`src/rtl/fsp_defs.vh`:
```
// Register map, field positions, commands and timing for the flash sequencer.
`ifndef FSP_DEFS_VH
`define FSP_DEFS_VH

// Register byte offsets on the control bus.
`define FSP_REG_CTRL 8'h00
`define FSP_REG_PTR 8'h04
`define FSP_REG_DATA 8'h08
`define FSP_REG_STORE 8'h0C
`define FSP_REG_LOAD 8'h10
`define FSP_REG_LDATA 8'h14
`define FSP_REG_STATUS 8'h18

// Control and status register fields.
`define FSP_CMD_MSB 4
`define FSP_BIT_EN 0
`define FSP_BIT_BUSY 6
`define FSP_BIT_IE 7

// Command patterns in the low five control bits.
`define FSP_CMD_NONE 5'h00
`define FSP_CMD_LOAD 5'h01
`define FSP_CMD_ERASE 5'h03
`define FSP_CMD_WRITE 5'h05
`define FSP_CMD_LOCK 5'h09
`define FSP_CMD_REEN 5'h11

// Operation codes shown to the flash array.
`define FSP_OP_NONE 2'h0
`define FSP_OP_ERASE 2'h1
`define FSP_OP_WRITE 2'h2
`define FSP_OP_LOCK 2'h3

// Status register fields.
`define FSP_ST_FUSE 8
`define FSP_ST_STALL 9
`define FSP_ST_EE 10
`define FSP_ST_RUN 11

// Reset values and the pad above the lock bits.
`define FSP_PTR_RST 16'h0000
`define FSP_LOCK_RST 6'h3F
`define FSP_APP_RESET_ADDR 16'h0000
`define FSP_BUF_ERASED 16'hFFFF
`define FSP_LOCK_PAD 2'h3

// Timed sequence windows in clock cycles.
`define FSP_STORE_WINDOW 3'h4
`define FSP_LOAD_WINDOW 3'h3

// AXI responses.
`define FSP_RESP_OKAY 2'h0
`define FSP_RESP_SLVERR 2'h2

// Timing: clock period, time base tick and programming time in ns.
`define FSP_CLK_NS 100
`define FSP_TICK_NS 1000
`define FSP_PROG_MIN_NS 3700000
`define FSP_TICK_DIV (`FSP_TICK_NS / `FSP_CLK_NS)
`define FSP_PROG_TICKS \
    ((`FSP_PROG_MIN_NS + `FSP_TICK_NS - 1) / `FSP_TICK_NS)

`endif

```
`src/rtl/fsp_tick_div.v`:
```
// Divider that makes the one-cycle time base tick for flash timing.
`timescale 1ns/1ns
`include "fsp_defs.vh"

module fsp_tick_div #(
    parameter integer DIV = `FSP_TICK_DIV
) (
    input wire aclk,
    input wire aresetn,
    output reg tick_ff
);
    reg [31:0] cnt_ff;

    always @(posedge aclk) begin
        if (!aresetn) begin
            cnt_ff <= 32'h0000_0000;
            tick_ff <= 1'b0;
        end else if (cnt_ff == DIV - 1) begin
            cnt_ff <= 32'h0000_0000;
            tick_ff <= 1'b1;
        end else begin
            cnt_ff <= cnt_ff + 32'h0000_0001;
            tick_ff <= 1'b0;
        end
    end
endmodule

```
`src/rtl/fsp_page_buf.v`:
```
// Temporary page buffer with a write-once mask per word.
`timescale 1ns/1ns
`include "fsp_defs.vh"

module fsp_page_buf #(
    parameter integer IDX_W = 6,
    parameter integer DW = 16
) (
    input wire aclk,
    input wire aresetn,
    input wire clr,
    input wire wr_en,
    input wire [IDX_W-1:0] wr_idx,
    input wire [DW-1:0] wr_data,
    input wire [IDX_W-1:0] rd_idx,
    output reg [DW-1:0] rd_data_ff,
    output wire any_loaded
);
    localparam integer WORDS = 1 << IDX_W;
    reg [DW-1:0] mem_ff [0:WORDS-1];
    reg [WORDS-1:0] used_ff;
    integer i;

    assign any_loaded = |used_ff;

    // A word already loaded keeps its first value until the buffer clears.
    always @(posedge aclk) begin
        if (!aresetn || clr) begin
            used_ff <= {WORDS{1'b0}};
            for (i = 0; i < WORDS; i = i + 1) begin
                mem_ff[i] <= `FSP_BUF_ERASED;
            end
        end else if (wr_en && !used_ff[wr_idx]) begin
            used_ff[wr_idx] <= 1'b1;
            mem_ff[wr_idx] <= wr_data;
        end
    end

    always @(posedge aclk) begin
        if (!aresetn) begin
            rd_data_ff <= `FSP_BUF_ERASED;
        end else begin
            rd_data_ff <= mem_ff[rd_idx];
        end
    end
endmodule

```
`src/rtl/fsp_selfprog.v`:
```
// Flash self-programming sequencer with an AXI4-Lite register port.
//
// Added by the designer: the register addresses and the AXI4-Lite register port.
`timescale 1ns/1ns
`include "fsp_defs.vh"

// What this block does
// - Fuse picks application or boot reset vector.
// - Software cannot change the fuse.
// - Pointer gives page and word.
// - Page and data latch at start.
// - Lock programming ignores the pointer.
// - Pointer bit zero picks the load byte.
// - Command 0x03 and timely store erase a page.
// - Halting-area operations stall the core.
// - Command 0x01 and timely store load a word.
// - Buffer clears on write end, re-enable, reset.
// - EEPROM write during loading empties buffer.
// - Command 0x05 and timely store write a page.
// - Interrupt stands while enabled and idle.
// - Erase or write sets the busy flag.
// - Re-enable write clears the busy flag.
// - Command 0x09 programs zero lock bits.
// - EEPROM write refuses programming.
// - Armed command clears if nothing follows.
// - Operations last 3.699 to 3.7 ms.
module fsp_selfprog #(
    parameter integer IDX_W = 6,
    parameter [31:0] HALTING_AREA_FIRST_PAGE = 32'h0000_01C0,
    parameter [15:0] BOOT_RESET_ADDR = 16'h7000,
    parameter integer TICK_DIV = `FSP_TICK_DIV,
    parameter integer PROG_TICKS = `FSP_PROG_TICKS
) (
    input wire aclk,
    input wire aresetn,
    input wire [7:0] s_axi_awaddr,
    input wire s_axi_awvalid,
    output wire s_axi_awready,
    input wire [31:0] s_axi_wdata,
    input wire [3:0] s_axi_wstrb,
    input wire s_axi_wvalid,
    output wire s_axi_wready,
    output reg [1:0] s_axi_bresp,
    output reg s_axi_bvalid,
    input wire s_axi_bready,
    input wire [7:0] s_axi_araddr,
    input wire s_axi_arvalid,
    output wire s_axi_arready,
    output reg [31:0] s_axi_rdata,
    output reg [1:0] s_axi_rresp,
    output reg s_axi_rvalid,
    input wire s_axi_rready,
    input wire boot_vector_fuse,
    input wire eeprom_write_active_flag,
    output reg [15:0] reset_vector_ff,
    output reg core_stall_ff,
    output wire area_busy_flag,
    output wire selfprog_irq,
    output reg [1:0] flash_op_ff,
    output reg [14-IDX_W:0] flash_page_ff,
    output reg [5:0] lock_bits_ff,
    input wire [IDX_W-1:0] pbuf_rd_idx,
    output wire [15:0] pbuf_rd_data,
    output reg [14:0] flash_rd_addr_ff,
    input wire [15:0] flash_rd_data
);
    localparam [1:0] ST_IDLE = 2'b00;
    localparam [1:0] ST_RUN = 2'b01;
    localparam integer PAGE_W = 15 - IDX_W;

    ////////////////////////////////////////////////////////////////////////
    // Storage.
    reg fuse_s1_ff, fuse_s2_ff, ie_ff, busy_ff, load_pend_ff, load_hi_ff;
    reg aw_got_ff, w_got_ff, nxt_rbad;
    reg [1:0] state_ff;
    reg [2:0] arm_cnt_ff, arm_age_ff;
    reg [3:0] wstrb_ff;
    reg [4:0] cmd_ff;
    reg [5:0] lock_data_ff;
    reg [7:0] load_data_ff, aw_addr_ff;
    reg [15:0] ptr_ff, data_ff;
    reg [31:0] prog_cnt_ff, wdata_ff, nxt_rdata;
    wire tick, pbuf_any, wr_fire, wr_bad, ctrl_wr, store_wr, load_wr;
    wire armed, store_ok, pbuf_wr, prog_done, pbuf_clr, reen_ok;
    wire [PAGE_W-1:0] ptr_page;
    wire [IDX_W-1:0] ptr_word;

    ////////////////////////////////////////////////////////////////////////
    // Boot vector fuse and reset vector.
    // An outside pin, synchronised; no register write reaches it.
    always @(posedge aclk) begin
        if (!aresetn) begin
            fuse_s1_ff <= 1'b1;
            fuse_s2_ff <= 1'b1;
            reset_vector_ff <= `FSP_APP_RESET_ADDR;
        end else begin
            fuse_s1_ff <= boot_vector_fuse;
            fuse_s2_ff <= fuse_s1_ff;
            reset_vector_ff <= fuse_s2_ff ? `FSP_APP_RESET_ADDR
                : BOOT_RESET_ADDR;
        end
    end

    ////////////////////////////////////////////////////////////////////////
    // Helpers.
    fsp_tick_div #(
        .DIV(TICK_DIV)
    ) u_tick (
        .aclk(aclk),
        .aresetn(aresetn),
        .tick_ff(tick)
    );

    // Page field sits above the word field; bit zero is the byte select.
    assign ptr_page = ptr_ff[15:IDX_W+1];
    assign ptr_word = ptr_ff[IDX_W:1];

    assign armed = (arm_cnt_ff != 3'h0) && cmd_ff[`FSP_BIT_EN];
    assign store_ok = store_wr && armed && (state_ff == ST_IDLE)
        && !eeprom_write_active_flag;
    assign pbuf_wr = store_ok && (cmd_ff == `FSP_CMD_LOAD);
    assign prog_done = (state_ff == ST_RUN) && tick
        && (prog_cnt_ff == PROG_TICKS - 1);
    assign reen_ok = ctrl_wr && wstrb_ff[0] && !eeprom_write_active_flag
        && (state_ff == ST_IDLE)
        && (wdata_ff[`FSP_CMD_MSB:0] == `FSP_CMD_REEN);
    // An EEPROM write throws away a partly loaded buffer.
    assign pbuf_clr = (prog_done && (flash_op_ff == `FSP_OP_WRITE))
        || reen_ok || (eeprom_write_active_flag && pbuf_any);

    fsp_page_buf #(
        .IDX_W(IDX_W),
        .DW(16)
    ) u_pbuf (
        .aclk(aclk),
        .aresetn(aresetn),
        .clr(pbuf_clr),
        .wr_en(pbuf_wr),
        .wr_idx(ptr_word),
        .wr_data(data_ff),
        .rd_idx(pbuf_rd_idx),
        .rd_data_ff(pbuf_rd_data),
        .any_loaded(pbuf_any)
    );

    assign area_busy_flag = busy_ff;
    assign selfprog_irq = ie_ff && !cmd_ff[`FSP_BIT_EN];

    ////////////////////////////////////////////////////////////////////////
    // AXI4-Lite write channel: address and data taken in either order.
    assign s_axi_awready = !aw_got_ff && !s_axi_bvalid;
    assign s_axi_wready = !w_got_ff && !s_axi_bvalid;
    assign wr_fire = aw_got_ff && w_got_ff && !s_axi_bvalid;
    assign wr_bad = (aw_addr_ff != `FSP_REG_CTRL)
        && (aw_addr_ff != `FSP_REG_PTR) && (aw_addr_ff != `FSP_REG_DATA)
        && (aw_addr_ff != `FSP_REG_STORE) && (aw_addr_ff != `FSP_REG_LOAD);
    assign ctrl_wr = wr_fire && (aw_addr_ff == `FSP_REG_CTRL);
    assign store_wr = wr_fire && (aw_addr_ff == `FSP_REG_STORE);
    assign load_wr = wr_fire && (aw_addr_ff == `FSP_REG_LOAD);

    always @(posedge aclk) begin
        if (!aresetn) begin
            aw_got_ff <= 1'b0;
            w_got_ff <= 1'b0;
            aw_addr_ff <= 8'h00;
            wdata_ff <= 32'h0000_0000;
            wstrb_ff <= 4'h0;
            s_axi_bvalid <= 1'b0;
            s_axi_bresp <= `FSP_RESP_OKAY;
        end else begin
            if (s_axi_awvalid && s_axi_awready) begin
                aw_got_ff <= 1'b1;
                aw_addr_ff <= {s_axi_awaddr[7:2], 2'b00};
            end
            if (s_axi_wvalid && s_axi_wready) begin
                w_got_ff <= 1'b1;
                wdata_ff <= s_axi_wdata;
                wstrb_ff <= s_axi_wstrb;
            end
            if (wr_fire) begin
                aw_got_ff <= 1'b0;
                w_got_ff <= 1'b0;
                s_axi_bvalid <= 1'b1;
                s_axi_bresp <= wr_bad ? `FSP_RESP_SLVERR : `FSP_RESP_OKAY;
            end else if (s_axi_bvalid && s_axi_bready) begin
                s_axi_bvalid <= 1'b0;
            end
        end
    end

    always @(posedge aclk) begin
        if (!aresetn) begin
            ptr_ff <= `FSP_PTR_RST;
            data_ff <= `FSP_PTR_RST;
        end else if (wr_fire) begin
            if (aw_addr_ff == `FSP_REG_PTR) begin
                if (wstrb_ff[0]) ptr_ff[7:0] <= wdata_ff[7:0];
                if (wstrb_ff[1]) ptr_ff[15:8] <= wdata_ff[15:8];
            end
            if (aw_addr_ff == `FSP_REG_DATA) begin
                if (wstrb_ff[0]) data_ff[7:0] <= wdata_ff[7:0];
                if (wstrb_ff[1]) data_ff[15:8] <= wdata_ff[15:8];
            end
        end
    end

    ////////////////////////////////////////////////////////////////////////
    // AXI4-Lite read channel.
    assign s_axi_arready = !s_axi_rvalid;

    always @* begin
        nxt_rdata = 32'h0000_0000;
        nxt_rbad = 1'b0;
        case ({s_axi_araddr[7:2], 2'b00})
            `FSP_REG_CTRL: begin
                nxt_rdata[`FSP_CMD_MSB:0] = cmd_ff;
                nxt_rdata[`FSP_BIT_BUSY] = busy_ff;
                nxt_rdata[`FSP_BIT_IE] = ie_ff;
            end
            `FSP_REG_PTR: nxt_rdata[15:0] = ptr_ff;
            `FSP_REG_DATA: nxt_rdata[15:0] = data_ff;
            `FSP_REG_STORE, `FSP_REG_LOAD: nxt_rdata = 32'h0000_0000;
            `FSP_REG_LDATA: nxt_rdata[7:0] = load_data_ff;
            `FSP_REG_STATUS: begin
                nxt_rdata[5:0] = lock_bits_ff;
                nxt_rdata[`FSP_ST_FUSE] = fuse_s2_ff;
                nxt_rdata[`FSP_ST_STALL] = core_stall_ff;
                nxt_rdata[`FSP_ST_EE] = eeprom_write_active_flag;
                nxt_rdata[`FSP_ST_RUN] = (state_ff == ST_RUN);
            end
            default: nxt_rbad = 1'b1;
        endcase
    end

    always @(posedge aclk) begin
        if (!aresetn) begin
            s_axi_rvalid <= 1'b0;
            s_axi_rdata <= 32'h0000_0000;
            s_axi_rresp <= `FSP_RESP_OKAY;
        end else if (s_axi_arvalid && s_axi_arready) begin
            s_axi_rvalid <= 1'b1;
            s_axi_rdata <= nxt_rdata;
            s_axi_rresp <= nxt_rbad ? `FSP_RESP_SLVERR : `FSP_RESP_OKAY;
        end else if (s_axi_rvalid && s_axi_rready) begin
            s_axi_rvalid <= 1'b0;
        end
    end

    ////////////////////////////////////////////////////////////////////////
    // Load-program reads.
    // The word address goes out one cycle, the byte is picked the next.
    // A load soon after arming the lock command returns the lock bits.
    always @(posedge aclk) begin
        if (!aresetn) begin
            load_pend_ff <= 1'b0;
            load_hi_ff <= 1'b0;
            load_data_ff <= 8'h00;
            flash_rd_addr_ff <= 15'h0000;
        end else begin
            load_pend_ff <= 1'b0;
            if (load_pend_ff) begin
                load_data_ff <= load_hi_ff ? flash_rd_data[15:8]
                    : flash_rd_data[7:0];
            end
            if (load_wr) begin
                if (armed && (cmd_ff == `FSP_CMD_LOCK)
                        && (arm_age_ff < `FSP_LOAD_WINDOW)
                        && !eeprom_write_active_flag) begin
                    load_data_ff <= {`FSP_LOCK_PAD, lock_bits_ff};
                end else begin
                    load_pend_ff <= 1'b1;
                    load_hi_ff <= ptr_ff[0];
                    flash_rd_addr_ff <= ptr_ff[15:1];
                end
            end
        end
    end

    ////////////////////////////////////////////////////////////////////////
    // Command sequencer.
    always @(posedge aclk) begin
        if (!aresetn) begin
            state_ff <= ST_IDLE;
            cmd_ff <= `FSP_CMD_NONE;
            ie_ff <= 1'b0;
            busy_ff <= 1'b0;
            arm_cnt_ff <= 3'h0;
            arm_age_ff <= 3'h0;
            core_stall_ff <= 1'b0;
            flash_op_ff <= `FSP_OP_NONE;
            flash_page_ff <= {PAGE_W{1'b0}};
            lock_data_ff <= `FSP_LOCK_RST;
            lock_bits_ff <= `FSP_LOCK_RST;
            prog_cnt_ff <= 32'h0000_0000;
        end else begin
            case (state_ff)
                ST_IDLE: begin
                    if (arm_cnt_ff != 3'h0) begin
                        arm_cnt_ff <= arm_cnt_ff - 3'h1;
                        arm_age_ff <= arm_age_ff + 3'h1;
                    end else begin
                        cmd_ff <= `FSP_CMD_NONE;
                    end
                    if (ctrl_wr && wstrb_ff[0]
                            && !eeprom_write_active_flag) begin
                        cmd_ff <= wdata_ff[`FSP_CMD_MSB:0];
                        ie_ff <= wdata_ff[`FSP_BIT_IE];
                        arm_age_ff <= 3'h0;
                        arm_cnt_ff <= wdata_ff[`FSP_BIT_EN]
                            ? `FSP_STORE_WINDOW : 3'h0;
                        if (reen_ok) busy_ff <= 1'b0;
                    end else if (load_wr && armed
                            && (cmd_ff == `FSP_CMD_LOCK)
                            && (arm_age_ff < `FSP_LOAD_WINDOW)) begin
                        cmd_ff <= `FSP_CMD_NONE;
                        arm_cnt_ff <= 3'h0;
                    end else if (store_ok) begin
                        arm_cnt_ff <= 3'h0;
                        prog_cnt_ff <= 32'h0000_0000;
                        case (cmd_ff)
                            `FSP_CMD_ERASE, `FSP_CMD_WRITE: begin
                                state_ff <= ST_RUN;
                                flash_op_ff <= (cmd_ff == `FSP_CMD_ERASE)
                                    ? `FSP_OP_ERASE : `FSP_OP_WRITE;
                                flash_page_ff <= ptr_page;
                                core_stall_ff <= ({{(32-PAGE_W){1'b0}},
                                    ptr_page} >= HALTING_AREA_FIRST_PAGE);
                                busy_ff <= 1'b1;
                            end
                            `FSP_CMD_LOCK: begin
                                state_ff <= ST_RUN;
                                flash_op_ff <= `FSP_OP_LOCK;
                                lock_data_ff <= data_ff[5:0];
                            end
                            default: begin
                                cmd_ff <= `FSP_CMD_NONE;
                            end
                        endcase
                    end
                end
                ST_RUN: begin
                    if (tick) begin
                        prog_cnt_ff <= prog_cnt_ff + 32'h0000_0001;
                    end
                    if (prog_done) begin
                        state_ff <= ST_IDLE;
                        cmd_ff <= `FSP_CMD_NONE;
                        core_stall_ff <= 1'b0;
                        flash_op_ff <= `FSP_OP_NONE;
                        if (flash_op_ff == `FSP_OP_LOCK) begin
                            // Programmed lock bits return to one only on reset.
                            lock_bits_ff <= lock_bits_ff
                                & lock_data_ff;
                        end
                    end
                end
                default: begin
                    state_ff <= ST_IDLE;
                end
            endcase
        end
    end
endmodule

```
`config.mk`:
```
export PLATFORM = sky130hd
export DESIGN_NAME = fsp_selfprog
export DESIGN_NICKNAME = d
export VERILOG_FILES = /design/src/rtl/fsp_tick_div.v /design/src/rtl/fsp_page_buf.v /design/src/rtl/fsp_selfprog.v
export VERILOG_INCLUDE_DIRS = /design/src /design/src/rtl
export SDC_FILE = /design/constraint.sdc
export NUM_CORES = 2
export LEC_CHECK = 0
export BUFFER_PORTS_ARGS = -buffer_cell sky130_fd_sc_hd__clkbuf_2
export CAP_MARGIN = 30
export CORE_MARGIN = 10
export CORE_UTILIZATION = 62
export DETAILED_ROUTE_END_ITERATION = 8
export HOLD_SLACK_MARGIN = 0.12
export PLACE_DENSITY_LB_ADDON = 0.2
export SYNTH_ARGS = -nofsm -noshare
export SYNTH_HDL_FRONTEND = slang
export SYNTH_HIERARCHICAL = 1
export SYNTH_SLANG_ARGS = --single-unit
```
`constraint.sdc`:
```
create_clock -name aclk -period 9.2 [get_ports aclk]
set_input_delay 1.84 -clock aclk [delete_from_list [all_inputs] [get_ports aclk]]
set_output_delay 1.84 -clock aclk [all_outputs]
set_load 0.005 [all_outputs]
```
# Yosys cells after proc, flatten, opt, wreduce, memory -nomap -nowiden
# Memories as Yosys holds them, arrays and structs flattened. A register that Yosys moved wholly into a read port is not among the register bits.
# Cells that the tools add are included.
[word_totals]
ram_bits = 1024
wordCells = 244
in_bits = 83
memories = 1
out_inout_bits = 108
register_bits = 291
[classes]
reduce_logical = 87
eq_ne = 34
n_mux = 72
order_cmp = 4
n_addsub = 4
n_bitwise = 6
[mem_list]
columns = ["name", "depth", "word_bits", "rd", "rd_clocked_by_memory_dff", "write_ports", "line_no", "text"]
rows = [
  ["u_pbuf.mem_ff", 64, 16, 1, 1, 64, "fsp_page_buf.v:20", "reg [DW-1:0] mem_ff [0:WORDS-1];"],
]
[ops]
columns = ["op", "n"]
rows = [
  ["$mux W32", 4],
  ["$add A32 B1 Y32 const B", 2],
  ["$or A64 B64 Y64", 1],
  ["$pmux W32 S2", 1],
  ["$reduce_or A64 Y1", 1],
  ["$logic_and A1 B1 Y1", 38],
  ["$eq A32 B12 Y1 const B", 1],
  ["$eq A32 B4 Y1 const B", 1],
  ["$mux W8", 4],
  ["$mux W5", 6],
  ["$pmux W5 S5", 1],
  ["$reduce_and A5 Y1", 5],
  ["$eq A6 B2 Y1 const B", 4],
  ["$eq A6 B3 Y1 const B", 4],
  ["$mux W1", 24],
  ["$mux W2", 11],
  ["$mux W3", 7],
  ["$mux W16", 1],
  ["$reduce_or A16 Y1", 1],
  ["$mux W15", 1],
  ["$reduce_and A3 Y1", 5],
  ["$ne A2 B2 Y1 const B", 7],
  ["$eq A6 B1 Y1 const B", 2],
  ["$ne A6 B2 Y1 const B", 2],
  ["other kinds (43)", 73],
]

# Logic depth before layout (Yosys ltp)
[logic_depth]
depth_word = 14
mapped_depth = 13
ltp_nobuf = 11

# Cells and area by module
# Netlist, hierarchy kept.
[modules_own_cells]
columns = ["mod", "cells_each", "n_inst", "seq_area_each_um2", "area_each_um2"]
rows = [
  ["fsp_page_buf", 3419, 1, 32351.0, 47604.4],
  ["fsp_selfprog", 877, 1, 3523.4, 7886.3],
  ["fsp_tick_div", 185, 1, 660.6, 1624.1],
]

# Worst setup path before layout
# Ideal clock, no wire load.
[synth_path]
kind = "input-to-reg"
from = "input port eeprom_write_active_flag"
to = "memory u_pbuf.mem_ff[22][0] (enable)"
path_slack_ns = 3.676
setup_time_ns = 0.411
path_stages = 8
t_required_ns = 8.789
path_buffers = 0
t_arrival_ns = 5.113
cell_sequence = "nand4b_1 -> nor3_4 -> nand3_1 -> nor4_1 -> nand3b_2 -> or4b_2 -> or3_4 -> o21ai_0"
[synth_lines]
columns = ["element", "line_no", "text"]
rows = [
  ["start: declaration", "fsp_selfprog.v:54", "input wire eeprom_write_active_flag,"],
  ["end: declaration", "fsp_page_buf.v:20", ""],
]

==> results.md <==
- The congestion estimate from routability-driven global placement came to 0.913.
- In the post-synthesis netlist, the biggest area contributors are sky130_fd_sc_hd__edfxtp_1 (54%), sky130_fd_sc_hd__dfxtp_1 (10%), sky130_fd_sc_hd__mux4_2 (9.4%).
- The clock sink count is 1313.
- In this run, distinct cell masters in the synthesized netlist total about 90.
- The detailed router's first-iteration violation count is 6527.
- The static power due to leakage is approximately 0.018 uW.
- Entering global routing, the biggest net connects about 130 pins.
- The leading cell type in the layout, fill and taps excluded is sky130_fd_sc_hd__nand2_1.
- The max-slew violation count is 0.
- The path type of the worst min-delay path is register to register.
- The HPWL after detailed placement is 111 mm.
- The setup path with the least slack is of type primary input to register.
- The data required time of the worst path is ~9.7 ns.
- Post-CTS timing repair inserted 0 buffers for setup.
- The number of buffers added by the clock tree synthesis step is about 130.
- The measured slew at the worst slew-check pin is 1.14 ns.
- The via count of the first global-routing pass is 37700.
- The routed design has 171 mm of wire.
- The final critical-path share of the clock period is roughly 62%.
- The post-synthesis sequential area ratio is 64.0%.
- Yosys printed 6 warnings.
- Of the total power, the share spent switching nets is 22.1%.
- The number of hold violations in the final report came to 0.
- In this run, post-CTS repair resized a total of 0 instances.
- The synthesized design contains 1024 enable-type register cells.
- The final clock skew is 0.0281 ns.
- The power density relative to cell area is 195 nW/um^2.
- After detailed routing, the number of vias per cell comes to 6.75.
- The first detailed-routing pass ran for 8 iterations.
- In the synthesized netlist the dominant register cell turns out to be sky130_fd_sc_hd__edfxtp_1.
- For this run, the slowest stage of the critical path takes 0.73 ns.
- After clock tree synthesis, the clock-pin slew on the worst setup and hold paths is 0.06 ns.
- The root buffer cell chosen for the clock tree is sky130_fd_sc_hd__clkbuf_16.
- The run finished with clean final reports.
- The total met3 wirelength after detailed routing is 25.6 mm.
- The maximum root-to-sink buffer count is 3.
- In the final design database the tool counted 4638 nets.
- The amount of wire on met2 after detailed routing is a little under 80 mm.
- The final standard cell utilization of the core is between 60% and 70%.
- The first global-routing pass estimated roughly 250 mm of wire.
- The slowest stage of the critical path belongs to the cell sky130_fd_sc_hd__or4b_2.
- The top cell type by area accounts for 53.8% of the synthesized area.
- The largest fanout on the critical path is 74.
- For this block, wires on met1 add up to 60.2 mm.
- In this run the standard cell core region covers 91500 sq um.
- The maximum ir drop on the vdd rail is 0.176 mV.
- The accumulated negative setup slack is 0 ns.
- Setup repair after global routing left no endpoint under its margin.
- The clock latency of the later-clocked register in the worst-skew pair is 0.76 ns.
- TritonCTS built the clock tree.
- Combinational logic burns 4.6% of the power.
- After detailed routing, the average wire length per cell comes to 29.3 um.
- The effective utilization at floorplan is 62.4%.
- The initial antenna violation count was 4.
- The internal power is 9590 uW.
- Setup violations remaining at the end of the flow were counted as 0.
- Leaving out filler cells and counting taps, the final layout contains 5840.
- For this run, design rule violations remaining after detail routing come to 0.
- The critical path goes through clkbuf_2 > nand4b_1 > nor3_4 > nand3_1 > nor4_1 > nand3b_2 > or4b_2 > nor3_2 > buf_4 > buf_4 > nand2_1.
- The startpoint kind of the worst setup timing path is a primary input.
- The number of buffers inserted by hold repair at cts is 0.
- Headroom to the max-slew limit came out at around a quarter.
- Across the run, the number of max-cap violations was 0.
- For this design the top-level I/O count stands at 191.
- The final route contains 39400 vias.
- The relative contribution of the clock network to total power is 43.3%.
- The cell that appears most often on the critical path is sky130_fd_sc_hd__buf_4.
- The post-route netlist has 17.9% of its cells at a drive strength greater than 1.
- After synthesis, the mean cell area works out to about 13 sq um.
- The share of total power dissipated in sequential elements is 52.1%.
- Of all flip-flops after synthesis, the portion carrying an async set or reset was 0%.
- The die is 324 um wide.
- The net load switching power is 2730 uW.
- The total instance count after detailed placement is 5594.
- In this run, synthesis produced a sequential element count of 1313.
- The minimum period implied by the final worst setup slack is 5.70 ns.
- During placement, the flow inserted port buffers numbering 137.
- The floorplan die area is between 100000 and 150000 sq um.
- The overall overflow remaining after global route is 0.
- The critical path contains buffers and inverters numbering 3 combined.
- The number of cell rows is 111.
- Global routing used 32.7% of the available tracks.
- STA puts the critical path data arrival time at 6.15 ns.
- The H-tree generated during clock tree synthesis spans 4 levels.
- The floorplan step set the die height to 324 um.
- In this design, the largest share of critical-path delay is due to simple AND/OR/NAND/NOR gates.
- The detail route stage leaves a number of antenna-violating nets equal to 0.
- The number of cells produced by synthesis is 4481.
- The highest routing layer actually used is met5.
- The worst setup path is captured at a register.
- Summed over all instances, the cell type with the most area after synthesis is sky130_fd_sc_hd__edfxtp_1.
- Relative to the synthesized area, the layout overhead comes to 10.7%.
- After synthesis the cells add up to 57100 sq um.
- In the layout the commonest cells are sky130_fd_sc_hd__nand2_1 (1204), sky130_fd_sc_hd__edfxtp_1 (1024), sky130_fd_sc_hd__nor2_1 (291).
- Based on the critical path, the design can be clocked at up to 0.176 GHz.
-- synthesized netlist by cell type, types with 10 or more instances --
library cell / number
sky130_fd_sc_hd__buf_4: 62
sky130_fd_sc_hd__nor2_1: 292
sky130_fd_sc_hd__buf_2: 131
sky130_fd_sc_hd__mux2i_1: 194
sky130_fd_sc_hd__xnor2_1: 13
sky130_fd_sc_hd__o211ai_1: 12
sky130_fd_sc_hd__buf_6: 21
sky130_fd_sc_hd__a22o_1: 35
sky130_fd_sc_hd__nand2_1: 1204
sky130_fd_sc_hd__nor3_1: 32
sky130_fd_sc_hd__o22ai_1: 31
sky130_fd_sc_hd__and3_1: 13
sky130_fd_sc_hd__nand4_1: 40
sky130_fd_sc_hd__a31oi_1: 11
sky130_fd_sc_hd__o21ai_0: 157
sky130_fd_sc_hd__clkbuf_1: 110
sky130_fd_sc_hd__mux4_2: 239
sky130_fd_sc_hd__a22oi_1: 26
sky130_fd_sc_hd__o21ai_1: 11
sky130_fd_sc_hd__dfxtp_1: 289
sky130_fd_sc_hd__nor4_1: 34
sky130_fd_sc_hd__nand2_2: 10
sky130_fd_sc_hd__nand2b_1: 29
sky130_fd_sc_hd__edfxtp_1: 1024
sky130_fd_sc_hd__or4_1: 24
sky130_fd_sc_hd__nand3_1: 43
sky130_fd_sc_hd__a211oi_1: 10
sky130_fd_sc_hd__or3_1: 20
sky130_fd_sc_hd__nor2b_1: 18
sky130_fd_sc_hd__o2111ai_1: 12
sky130_fd_sc_hd__a21oi_1: 81
sky130_fd_sc_hd__a221oi_1: 32
sky130_fd_sc_hd__inv_1: 18
sky130_fd_sc_hd__o31ai_1: 22
sky130_fd_sc_hd__buf_1: 45
-- power groups by stage --
| stage | clock [uW] | combinational, uW | sequential [uW] |
|---|---|---|---|
| after detailed placement | 0 | 556 | 6540 |
| after global routing | 5590 | 598 | 6420 |
| final | 5330 | 572 | 6420 |
| after global placement | 0 | 543 | 6540 |
| after floorplan | 0 | 334 | 6540 |
| after CTS | 5350 | 559 | 6420 |
-- logic make-up after synthesis --
group                    count (synthesis)  synth area share (%)
multiplexers                           439                  12.9
adder cells (fa/ha/maj)                  6                 0.131
AO/OA/AOI/OAI                          478                  5.36
buffers and inverters                  392                  3.57
other                                    1               0.00657
flip-flops                            1313                  64.0
XOR/XNOR                                20                 0.307
AND/OR/NAND/NOR                       1832                  13.7
-- stage by stage --
step           area [sq um]  setup slack (ns)  hold WS [ns]  power, uW
2_1_floorplan         57200              3.68         0.386       6880
3_3_place_gp          58600              2.81         0.396       7090
3_5_place_dp          58900              2.80         0.398       7100
4_1_cts               63100              3.57         0.412      12300
5_1_grt               63200              3.36         0.424      12600
6_report              63200              3.50         0.410      12300
-- worst paths after layout --
path	from	to	slack [ns]	depth (start not counted)
setup / recovery	eeprom_write_active_flag	u_pbuf/mem_ff[17][14]	3.50	11
hold / removal	fuse_s1_ff	fuse_s2_ff	0.41	1
setup reg to reg	u_pbuf/used_ff[19]	u_pbuf/mem_ff[17][14]	4.02	11
hold reg to reg	fuse_s1_ff	fuse_s2_ff	0.41	1
-- sequential cells by signal, indices dropped and copies added (netlist names), 16 cells and up --
signal / count
u_tick/cnt_ff: 32
wdata_ff: 16
s_axi_rdata: 16
data_ff: 16
prog_cnt_ff: 32
u_pbuf/used_ff: 64
u_pbuf/mem_ff: 1024
u_pbuf/rd_data_ff: 16
ptr_ff: 16
-- per-layer routing --
layer | global-route usage, % | vias to the layer above
li1 | - | 16500
met1 | 44.2 | 19300
met2 | 49.1 | 3039
met3 | 10.1 | 529
met4 | 13.5 | 8
met5 | 0 | -
-- cell type report --
type | count | area [sq um]
Clock buffer | 177 | 3730
Inverter | 20 | 77.6
Antenna cell | 1 | 2.50
Multi-Input combinational cell | 2806 | 18900
Tap cell | 1186 | 1480
Fill cell | 6206 | 28300
Sequential cell | 1313 | 36500
Clock inverter | 63 | 529
Timing Repair Buffer | 274 | 1920
Note: power is estimated with default switching activity, not from simulation.
